$ cat config.mk
export PLATFORM = sky130hd
export DESIGN_NAME = alu_exec
export DESIGN_NICKNAME = d
export VERILOG_FILES = /design/src/pkg/alu_exec_pkg.sv /design/src/logic/alu_exec.sv
export SDC_FILE = /design/constraint.sdc
export NUM_CORES = 1
export LEC_CHECK = 0
export CORE_ASPECT_RATIO = 1.4
export CORE_MARGIN = 2
export CORE_UTILIZATION = 60
export CTS_CLUSTER_SIZE = 16
export DETAILED_ROUTE_END_ITERATION = 10
export DONT_BUFFER_PORTS = 1
export PLACE_DENSITY = 0.81
export REMOVE_ABC_BUFFERS = 1
export SYNTH_ARGS = -nofsm -noshare
export SYNTH_HDL_FRONTEND = slang
export SYNTH_SLANG_ARGS = --single-unit
export TNS_END_PERCENT = 20
$ cat constraint.sdc
create_clock -name clk_sys -period 14.5 [get_ports clk_sys]
set_input_delay 3.625 -clock clk_sys [delete_from_list [all_inputs] [get_ports clk_sys]]
set_output_delay 3.625 -clock clk_sys [all_outputs]
set_load 0.02 [all_outputs]
$ cat src/pkg/alu_exec_pkg.sv
`default_nettype none
package alu_exec_pkg;

    // ****************************************************************
    // Status register bit positions
    // ****************************************************************
    localparam int FLAG_C = 0;
    localparam int FLAG_Z = 1;
    localparam int FLAG_N = 2;
    localparam int FLAG_V = 3;
    localparam int FLAG_S = 4;
    localparam int FLAG_H = 5;
    localparam int FLAG_T = 6;
    localparam int FLAG_I = 7;

    // ****************************************************************
    // Register port map and reset values
    // ****************************************************************
    localparam logic [3:0] ADDR_STATUS = 4'h0;
    localparam logic [3:0] ADDR_PC = 4'h1;
    localparam logic [3:0] ADDR_RESULT = 4'h2;
    localparam logic [3:0] ADDR_STATE = 4'h3;
    localparam logic [7:0] STATUS_RESET = 8'h00;
    localparam logic [15:0] PC_RESET = 16'h0000;

    // ****************************************************************
    // Cycle counts
    // ****************************************************************
    localparam logic [1:0] CYC_ONE = 2'h1;
    localparam logic [1:0] CYC_TWO = 2'h2;
    localparam logic [1:0] CYC_THREE = 2'h3;

    typedef enum logic [4:0] {
        op_or_immediate, op_set_bits_masked, op_clear_bits_masked,
        op_test_reg, op_unsigned_product, op_signed_product,
        op_mixed_sign_product, op_fractional_unsigned_product,
        op_fractional_signed_product, op_fractional_mixed_product,
        op_pointer_jump, op_pointer_subroutine_entry,
        op_equal_compare_skip, op_immediate_compare,
        op_skip_reg_bit_clear, op_skip_reg_bit_set,
        op_skip_port_bit_clear, op_skip_port_bit_set,
        op_branch_status_bit_set, op_branch_status_bit_clear,
        op_branch_carry_set, op_branch_carry_clear,
        op_branch_unsigned_ge, op_branch_unsigned_below,
        op_branch_signed_ge, op_branch_signed_lt,
        op_branch_half_carry_set, op_branch_half_carry_clear,
        op_branch_transfer_bit_set, op_branch_transfer_bit_clear,
        op_branch_overflow_set, op_branch_overflow_clear
    } exec_op_t;

    typedef struct packed {
        exec_op_t op;
        logic [7:0] rd_val;
        logic [7:0] rr_val;
        logic [7:0] imm;
        logic [2:0] bit_sel;
        logic [6:0] offset;
        logic [15:0] z_ptr;
        logic io_bit;
        logic next_two_word;
    } exec_req_t;

    typedef struct packed {
        logic wr_dest;
        logic [7:0] dest_val;
        logic wr_pair;
        logic [15:0] pair_val;
        logic push_ret;
        logic [15:0] ret_addr;
    } exec_rsp_t;

endpackage
`default_nettype wire

$ cat src/logic/alu_exec.sv
`default_nettype none

// Functional notes
// - OR and set-bits ops OR constant into Rd, set Z N V, one cycle.
// - clear_bits_masked ANDs Rd with inverted constant, Z N V, one cycle.
// - test_reg ANDs register with itself, Z N V from result, one cycle.
// - Integer products write 16 bits to pair 1:0, only Z C, two cycles.
// - Fractional products shift product left once, Z C, two cycles.
// - pointer_jump loads PC from Z pointer, no flags, two cycles.
// - Subroutine entry saves return address, PC from Z, three cycles.
// - equal_compare_skip skips next instruction when equal, 1/2/3 cycles.
// - immediate_compare subtracts constant unstored, Z N V C H, one cycle.
// - Register bit skips skip on bit clear or set, 1/2/3 cycles.
// - Port bit skips skip on I/O bit clear or set, 1/2/3 cycles.
// - Status bit branches add offset plus one when bit matches; 1/2.
// - Carry branches take branch when carry is set or clear.
// - Unsigned branches: carry clear same-or-higher, set lower; 1/2.
// - branch_signed_ge branches when N xor V is zero.
// - branch_signed_lt branches when N xor V is one.
// - Half-carry branches on H set or clear, one or two cycles.
// - Transfer bit branches on T set or clear.
// - Overflow branches on V set or clear, flags unchanged.
module alu_exec
    import alu_exec_pkg::*;
(
    // Clock and reset
    input wire logic clk_sys,
    input wire logic reset_n,
    // Register port
    input wire logic [3:0] reg_addr,
    input wire logic [15:0] reg_wdata,
    input wire logic reg_wr,
    input wire logic reg_rd,
    output logic [15:0] reg_rdata,
    // Instruction issue
    input wire logic cmd_valid,
    input wire exec_req_t cmd_req,
    output logic cmd_ready,
    // Completion
    output logic done,
    output exec_rsp_t rsp
);

    // ****************************************************************
    // Decode helpers
    // ****************************************************************
    function automatic logic is_product(input exec_op_t op);
        return op inside {op_unsigned_product, op_signed_product,
            op_mixed_sign_product, op_fractional_unsigned_product,
            op_fractional_signed_product, op_fractional_mixed_product};
    endfunction

    function automatic logic is_skip(input exec_op_t op);
        return op inside {op_equal_compare_skip, op_skip_reg_bit_clear,
            op_skip_reg_bit_set, op_skip_port_bit_clear,
            op_skip_port_bit_set};
    endfunction

    function automatic logic is_branch(input exec_op_t op);
        return op >= op_branch_status_bit_set;
    endfunction

    typedef enum logic {st_idle, st_exec} exec_state_t;

    exec_state_t state_ff;
    logic [1:0] wait_ff;
    logic [7:0] status_ff;
    logic [15:0] pc_ff;
    logic done_ff;
    exec_rsp_t rsp_ff;
    logic [15:0] result_ff;
    logic [15:0] reg_rdata_ff;

    logic accept;
    logic take;
    logic [1:0] nxt_cycles;
    logic [7:0] nxt_status;
    logic [15:0] nxt_pc;
    exec_rsp_t nxt_rsp;
    logic [15:0] pc_rel;
    logic [7:0] logic_res;
    logic [8:0] mul_a;
    logic [8:0] mul_b;
    logic [17:0] mul_full;
    logic [15:0] product;
    logic [15:0] product_out;
    logic [7:0] cmp_res;
    logic [7:0] st;

    // A new instruction may issue in the last cycle of the previous one
    assign cmd_ready = (state_ff == st_idle) || (wait_ff == 2'h0);
    assign accept = cmd_valid && cmd_ready;
    assign done = done_ff;
    assign rsp = rsp_ff;
    assign reg_rdata = reg_rdata_ff;
    assign st = status_ff;

    // ****************************************************************
    // Datapath
    // ****************************************************************
    assign pc_rel = pc_ff + {{9{cmd_req.offset[6]}}, cmd_req.offset}
        + 16'h0001;
    assign cmp_res = cmd_req.rd_val - cmd_req.imm;

    always_comb begin
        mul_a = {1'b0, cmd_req.rd_val};
        mul_b = {1'b0, cmd_req.rr_val};
        if (cmd_req.op inside {op_signed_product, op_mixed_sign_product,
                op_fractional_signed_product,
                op_fractional_mixed_product}) begin
            mul_a = {cmd_req.rd_val[7], cmd_req.rd_val};
        end
        if (cmd_req.op inside {op_signed_product,
                op_fractional_signed_product}) begin
            mul_b = {cmd_req.rr_val[7], cmd_req.rr_val};
        end
    end

    // Full-width context so the 9-bit operands are not multiplied at 9 bits
    assign mul_full = $signed(mul_a) * $signed(mul_b);
    assign product = mul_full[15:0];

    always_comb begin
        product_out = product;
        if (cmd_req.op inside {op_fractional_unsigned_product,
                op_fractional_signed_product,
                op_fractional_mixed_product}) begin
            product_out = {product[14:0], 1'b0};
        end
    end

    always_comb begin
        case (cmd_req.op)
            op_clear_bits_masked: logic_res = cmd_req.rd_val & ~cmd_req.imm;
            op_test_reg: logic_res = cmd_req.rd_val & cmd_req.rd_val;
            default: logic_res = cmd_req.rd_val | cmd_req.imm;
        endcase
    end

    // ****************************************************************
    // Condition evaluation
    // ****************************************************************
    always_comb begin
        case (cmd_req.op)
            op_equal_compare_skip: take = cmd_req.rd_val == cmd_req.rr_val;
            op_skip_reg_bit_clear: take = !cmd_req.rr_val[cmd_req.bit_sel];
            op_skip_reg_bit_set: take = cmd_req.rr_val[cmd_req.bit_sel];
            op_skip_port_bit_clear: take = !cmd_req.io_bit;
            op_skip_port_bit_set: take = cmd_req.io_bit;
            op_branch_status_bit_set: take = st[cmd_req.bit_sel];
            op_branch_status_bit_clear: take = !st[cmd_req.bit_sel];
            op_branch_carry_set: take = st[FLAG_C];
            op_branch_carry_clear: take = !st[FLAG_C];
            op_branch_unsigned_ge: take = !st[FLAG_C];
            op_branch_unsigned_below: take = st[FLAG_C];
            op_branch_signed_ge: take = !(st[FLAG_N] ^ st[FLAG_V]);
            op_branch_signed_lt: take = st[FLAG_N] ^ st[FLAG_V];
            op_branch_half_carry_set: take = st[FLAG_H];
            op_branch_half_carry_clear: take = !st[FLAG_H];
            op_branch_transfer_bit_set: take = st[FLAG_T];
            op_branch_transfer_bit_clear: take = !st[FLAG_T];
            op_branch_overflow_set: take = st[FLAG_V];
            op_branch_overflow_clear: take = !st[FLAG_V];
            default: take = 1'b0;
        endcase
    end

    // ****************************************************************
    // Next flags, program counter, answer and cycle count
    // ****************************************************************
    always_comb begin
        nxt_status = status_ff;
        nxt_pc = pc_ff + 16'h0001;
        nxt_rsp = '0;
        nxt_cycles = CYC_ONE;
        case (cmd_req.op)
            op_or_immediate, op_set_bits_masked, op_clear_bits_masked,
            op_test_reg: begin
                nxt_status[FLAG_Z] = logic_res == 8'h00;
                nxt_status[FLAG_N] = logic_res[7];
                nxt_status[FLAG_V] = 1'b0;
                nxt_rsp.wr_dest = cmd_req.op != op_test_reg;
                nxt_rsp.dest_val = logic_res;
            end
            op_immediate_compare: begin
                nxt_status[FLAG_Z] = cmp_res == 8'h00;
                nxt_status[FLAG_N] = cmp_res[7];
                nxt_status[FLAG_V] =
                    (cmd_req.rd_val[7] & ~cmd_req.imm[7] & ~cmp_res[7])
                    | (~cmd_req.rd_val[7] & cmd_req.imm[7] & cmp_res[7]);
                nxt_status[FLAG_C] = (~cmd_req.rd_val[7] & cmd_req.imm[7])
                    | (cmd_req.imm[7] & cmp_res[7])
                    | (cmp_res[7] & ~cmd_req.rd_val[7]);
                nxt_status[FLAG_H] = (~cmd_req.rd_val[3] & cmd_req.imm[3])
                    | (cmd_req.imm[3] & cmp_res[3])
                    | (cmp_res[3] & ~cmd_req.rd_val[3]);
            end
            op_pointer_jump: begin
                nxt_pc = cmd_req.z_ptr;
                nxt_cycles = CYC_TWO;
            end
            op_pointer_subroutine_entry: begin
                nxt_pc = cmd_req.z_ptr;
                nxt_rsp.push_ret = 1'b1;
                nxt_rsp.ret_addr = pc_ff + 16'h0001;
                nxt_cycles = CYC_THREE;
            end
            default: begin
                if (is_product(cmd_req.op)) begin
                    // Carry is the product's top bit before the shift
                    nxt_status[FLAG_C] = product[15];
                    nxt_status[FLAG_Z] = product_out == 16'h0000;
                    nxt_rsp.wr_pair = 1'b1;
                    nxt_rsp.pair_val = product_out;
                    nxt_cycles = CYC_TWO;
                end else if (is_skip(cmd_req.op) && take) begin
                    nxt_pc = cmd_req.next_two_word ? pc_ff + 16'h0003
                        : pc_ff + 16'h0002;
                    nxt_cycles = cmd_req.next_two_word ? CYC_THREE
                        : CYC_TWO;
                end else if (is_branch(cmd_req.op) && take) begin
                    nxt_pc = pc_rel;
                    nxt_cycles = CYC_TWO;
                end
            end
        endcase
    end

    // ****************************************************************
    // Sequencing
    // ****************************************************************
    // Architectural state is committed at issue so a following branch
    // sees the new flags; the remaining cycles only hold off issue.
    always_ff @(posedge clk_sys) begin
        if (!reset_n) begin
            state_ff <= st_idle;
            wait_ff <= 2'h0;
        end else if (accept) begin
            state_ff <= st_exec;
            wait_ff <= nxt_cycles - CYC_ONE;
        end else if (state_ff == st_exec) begin
            if (wait_ff == 2'h0) begin
                state_ff <= st_idle;
            end else begin
                wait_ff <= wait_ff - 2'h1;
            end
        end
    end

    always_ff @(posedge clk_sys) begin
        if (!reset_n) begin
            done_ff <= 1'b0;
        end else begin
            done_ff <= state_ff == st_exec && wait_ff == 2'h1
                || accept && nxt_cycles == CYC_ONE;
        end
    end

    always_ff @(posedge clk_sys) begin
        if (!reset_n) begin
            rsp_ff <= '0;
            result_ff <= 16'h0000;
        end else if (accept) begin
            rsp_ff <= nxt_rsp;
            if (nxt_rsp.wr_pair) begin
                result_ff <= nxt_rsp.pair_val;
            end else if (nxt_rsp.wr_dest) begin
                result_ff <= {8'h00, nxt_rsp.dest_val};
            end
        end
    end

    // Instruction commit wins over a software write in the same cycle
    always_ff @(posedge clk_sys) begin
        if (!reset_n) begin
            status_ff <= STATUS_RESET;
        end else if (accept) begin
            status_ff <= nxt_status;
        end else if (reg_wr && reg_addr == ADDR_STATUS) begin
            status_ff <= reg_wdata[7:0];
        end
    end

    always_ff @(posedge clk_sys) begin
        if (!reset_n) begin
            pc_ff <= PC_RESET;
        end else if (accept) begin
            pc_ff <= nxt_pc;
        end else if (reg_wr && reg_addr == ADDR_PC) begin
            pc_ff <= reg_wdata;
        end
    end

    // ****************************************************************
    // Register read port
    // ****************************************************************
    always_ff @(posedge clk_sys) begin
        if (!reset_n) begin
            reg_rdata_ff <= 16'h0000;
        end else if (reg_rd) begin
            case (reg_addr)
                ADDR_STATUS: reg_rdata_ff <= {8'h00, status_ff};
                ADDR_PC: reg_rdata_ff <= pc_ff;
                ADDR_RESULT: reg_rdata_ff <= result_ff;
                ADDR_STATE: reg_rdata_ff <= {13'h0000, wait_ff,
                    state_ff == st_exec};
                default: reg_rdata_ff <= 16'h0000;
            endcase
        end else begin
            reg_rdata_ff <= 16'h0000;
        end
    end
endmodule // alu_exec

`default_nettype wire

Word-level counts from Yosys, hierarchy flattened --
Cells that the tools add are included.
Cells by class: $mul 1, add/sub/neg operators 8, reduce and logical (&&, ||, !) cells 47, multiplexer cells 41, bitwise gates (word level) 25, eq/ne operators 45, order comparisons 2
Operator list (number):
- $mux 16 | 9
- $eq 5x5->1 const B | 16
- $pmux 16 s4 | 1
- $mux 17 | 3
- $eq 5x4->1 const B | 8
- $add 16x1->16 const B | 2
- $add 16x2->16 const B | 2
- $pmux 16 s2 | 1
- $mux 9 | 3
- $eq 5x3->1 const B | 4
- $pmux 1 s17 | 1
- $add 16x16->16 | 1
- $and 8x8->8 | 2
- $logic_not 16->1 | 1
- $logic_not 8->1 | 2
- $mul 9x9->16 | 1
- $pmux 8 s2 | 1
- $mux 2 | 7
- $mux 6 | 2
- $reduce_and 2->1 | 6
- $eq 5x2->1 const B | 2
- $reduce_bool 2->1 | 5
- $and 1x1->1 | 9
- $eq 4x2->1 const B | 2
- other kinds (40) | 78
Storage, ports and cells: output and inout bits 61, bits of input ports 82, flip-flop bits (word level) 103

Logic depth before layout (Yosys ltp) --
depth after elaboration 12, mapped depth 24

Least setup slack after synthesis --
Ideal clock, no wire load.
path kind input to register, from input port cmd_req[53] (netlist bit), to register status_ff[1] (netlist: st[1]), setup time 0.116 ns, buffers on the path 2, cell stages on the path 22, required time 14.384 ns, slack 5.315 ns, arrival 9.069 ns, cell sequence buf_6 -> or3b_2 -> clkbuf_1 -> o21ai_0 -> and2_1 -> nand2_1 -> fa_1 -> fa_1 -> inv_1 -> fa_1 -> fa_1 -> inv_1 -> fa_1 -> inv_1 -> ha_1 -> o21ai_0 -> a21oi_1 -> o41ai_1 -> o21ai_0 -> xnor2_1 -> or2_2 -> a41o_1
On the way: cells in the longest elaborated chain, start to end 9, elaborated cells on any way between the ends 32, those cells by class mul (1); eq/ne (14); mux (7); reduce/logical (10)
RTL lines:
- from (decl) | line alu_exec.sv:37 | input wire exec_req_t cmd_req,
- $eq 5x3->1 (tied with other cells) | line alu_exec.sv:48, alu_exec.sv:108, alu_exec.sv:113
- $reduce_bool 4->1 or $reduce_bool 2->1 (tied branches) | line alu_exec.sv:108, alu_exec.sv:113
- $mux 9 (on tied branches) | line alu_exec.sv:108, alu_exec.sv:113
- $mul 9x9->16 | line alu_exec.sv:120 | assign mul_full = $signed(mul_a) * $signed(mul_b);
- $mux 16 | line alu_exec.sv:125 | if (cmd_req.op inside {op_fractional_unsigned_product,
- $logic_not 16->1 | line alu_exec.sv:212 | nxt_status[FLAG_Z] = product_out == 16'h0000;
- $mux 2 | line alu_exec.sv:209 | if (is_product(cmd_req.op)) begin
- $pmux 1 s3 | line alu_exec.sv:176 | case (cmd_req.op)
- $mux 6 | line alu_exec.sv:277 | end else if (accept) begin
- to (signal assigned) | line alu_exec.sv:278 | status_ff <= nxt_status;
- to (signal assigned) | line alu_exec.sv:280 | status_ff <= reg_wdata[7:0];
- to (decl) | line alu_exec.sv:67 | logic [7:0] status_ff;
Several ways; a longest one is shown, not always the timed one. The select of a mux whose other input is x is not followed. A chain may end at the register's enable or synchronous reset.

Final worst setup path --
from input port cmd_req[54] (netlist bit), to register status_ff[1] (netlist: st[1])
The elaborated chain is that of the path after synthesis.

==> out/results.tsv <==
metric	value	unit
GPL Wtd Cong	1.00	
hpwl dp	24.6	mm
area of the multi-input gates	0.00745	sq mm
CP Data Arrival Time	9.42	ns
most frequent CP cell	fa_1	
DRT Wirelength	31.7	mm
number of H-tree levels	3	
skew final	0.00718	ns
GRT Total Usage	0.351	
yosys warns	0	
hold path startpoint	result_ff[11]$_SDFFE_PN0P_	
worst reg2reg startpoint	wait_ff[0]$_SDFFE_PN0P_	
clk_lat worst skew	0.35	ns
clock-pin slew on the worst setup and hold paths	0.08	ns
Synth cell types	87	
achievable frequency	109	MHz
CP startpoint kind	input pin	
slew margin rel.	0.187	
first-pass detailed-route iteration total	6	
worst hold slack	0.462	ns
Clock power frac	0.229	
Worst path max stage delay	0.55	ns
fin nets	1462	
P_leak	0.00449	uW
hold buffers post-CTS	0	
Int Power	666	uW
routed len/inst	22.0	um
post-CTS sizing	0	
RSZ-0062 raised after global routing	no	
sequential power share	0.293	
io pins	143	
hold crit path type	reg2reg	
fraction of layout cells with a size suffix above 1	0.0477	
register bit total from synthesis	103	
port bufs	0	
crit path kind	in2reg	
status	finished, final reports clean	
Sink Count	103	
switching pwr	459	uW
Syn Area/Cell	7.99	sq um
highest-count cells in the layout ignoring fill and taps	137 x nand2_1, 126 x inv_1, 110 x nor2_1	
core outline area	0.0167	sq mm
Die ar.	0.0182	sq mm
worst slew pin tran	1.21	ns
initial antenna violation count	0	
setup bufs post-CTS	0	
pwr/cell area	106	mW/mm^2
Primary FF master, synth	dfxtp_1	
most common cell after layout, fill and taps aside	nand2_1	
combinational fraction of design power	0.477	
Switching Share	0.408	
Detail Route Antenna Nets	0	
final worst-path cycle share	0.633	
gate count after technology mapping	1287	
DR DRC count	0	
GRT overflow	0	
Peak supply drop	0.0000701	V
fill count	1473	
clock buffer depth	2	
vias per cell	6.57	
Root Buffer	clkbuf_16	
CP required	14.74	ns
CP max FO	14	
hold depth	2	
final number of setup-violating endpoints	0	
Worst Reg-to-Reg Cells	12	
FF+latch area	0.00206	sq mm
DR iter-0 viols	834	
Initial Util	0.614	
ant diodes	0	
sequential area share after synthesis	0.201	
Mapped Area	0.0103	sq mm
largest net degree at the start of global routing	80	
total CTS buffers	9	
Worst path slowest cell	fa_1	
die width	115	um
CP Capture Type	flop	
Rows	56	
Final Hold Violating Endpoints	0	
Post-synth ARST share	0	
Max Slew Vio Count	0	
Die Height	159	um
Setup TNS	0	ns
Post-synth EDFFs	0	
crit path time final	9.18	ns
TritonCTS clock tree	yes	
CP cell instances	or3b_2 > o21ai_0 > and2_1 > nand2_1 > fa_1 > fa_1 > inv_1 > fa_1 > fa_1 > inv_1 > fa_1 > inv_1 > ha_1 > o21ai_0 > a21oi_1 > o41ai_1 > o21ai_0 > xnor2_1 > or2_2 > a41o_1	
Worst Setup SP	cmd_req[54]	
synthesis-to-finish area growth	3.40	%
first-pass GRT wire length	50.1	mm
number of global-route vias before repair	9437	
Max-Cap Viols	0	
vias post-DR	9473	
cells by family (layout without fill, tap and decap cells):
logic type,Yosys count,after routing,synth area share
DFF,103,103,0.201
and+or+nand+nor,444,444,0.206
buffers and inverters,201,152,0.0759
muxes,35,35,0.0414
adders and majority gates,147,147,0.228
xor gates and xnor gates,65,65,0.0568
AOI/OAI and AO/OA,292,292,0.191
state kept, by name (all words and copies together), names as in the netlist:
signal     count
rsp           43
pc_ff         16
result_ff     16
st             8
state_ff       1
done           1
reg_rdata     16
wait_ff        2
routing by layer:
metal / up-vias / wire [um] / track usage
li1: 4323 / - / -
met1: 4505 / 11200 / 0.388
met2: 505 / 15800 / 0.602
met3: 140 / 2380 / 0.0592
met4: 0 / 2360 / 0.241
met5: - / 0 / 0
power groups by stage:
stage          clock (uW)  combinational (uW)  sequential (uW)
6_report              258                 537              329
5_1_grt               269                 604              331
4_1_cts               258                 535              328
3_5_place_dp            0                 529              335
3_3_place_gp            0                 516              335
2_1_floorplan           0                 416              326
through the flow:
step | power [uW] | util | area (sq um) | setup WS [ns] | std cells
after CTS | 1120 | 0.635 | 10600 | 5.36 | 1441
final | 1120 | 0.635 | 10600 | 5.32 | 1441
after global placement | 851 | 0.616 | 10300 | 5.16 | 1425
after detailed placement | 864 | 0.616 | 10300 | 5.00 | 1425
after floorplan | 742 | - | 9980 | 5.47 | 1213
after global routing | 1200 | 0.635 | 10600 | 5.05 | 1441
worst paths after layout:
| kind | end | slack, ns |
|---|---|---|
| worst max-delay path | st[1]$_SDFFE_PN0P_ | 5.32 |
| worst min-delay path | result_ff[11]$_SDFFE_PN0P_ | 0.46 |
| worst max register to register | pc_ff[14]$_SDFFE_PN0P_ | 11.17 |
| worst min register to register | result_ff[11]$_SDFFE_PN0P_ | 0.46 |
layout make-up:
cell class                 count  share of cell area
sequential                   103               0.194
timing repair buffer           9             0.00636
clock buffer                   9              0.0212
multi-input combinational    983               0.701
inverter                     127              0.0449
tap                          203              0.0239
clock inverter                 7             0.00836
cells in the mapped netlist (all sizes together), types with 16 or more instances:
cell type    n  area [sq um]
a211oi      20           150
xor2        17           149
fa          67          1340
xnor2       47           412
clkbuf      58           218
o21ai       61           320
buf         16          86.3
nand2      138           518
mux2i       20           200
a21oi       90           454
ha          80          1000
nor2       111           424
nor3        28           145
a22oi       25           188
and2        38           238
inv        127           477
nand3       44           220
nor2b       16           100
dfxtp      103          2060
critical path: cells and delay by family:
family / cells / cell delay, ns
fa+ha+maj: 6 / 2.88
compound gates: 6 / 1.37
buf+inv: 3 / 0.15
xor+xnor: 1 / 0.17
simple gates: 4 / 1.23
Note: power is estimated with default switching activity, not from simulation.
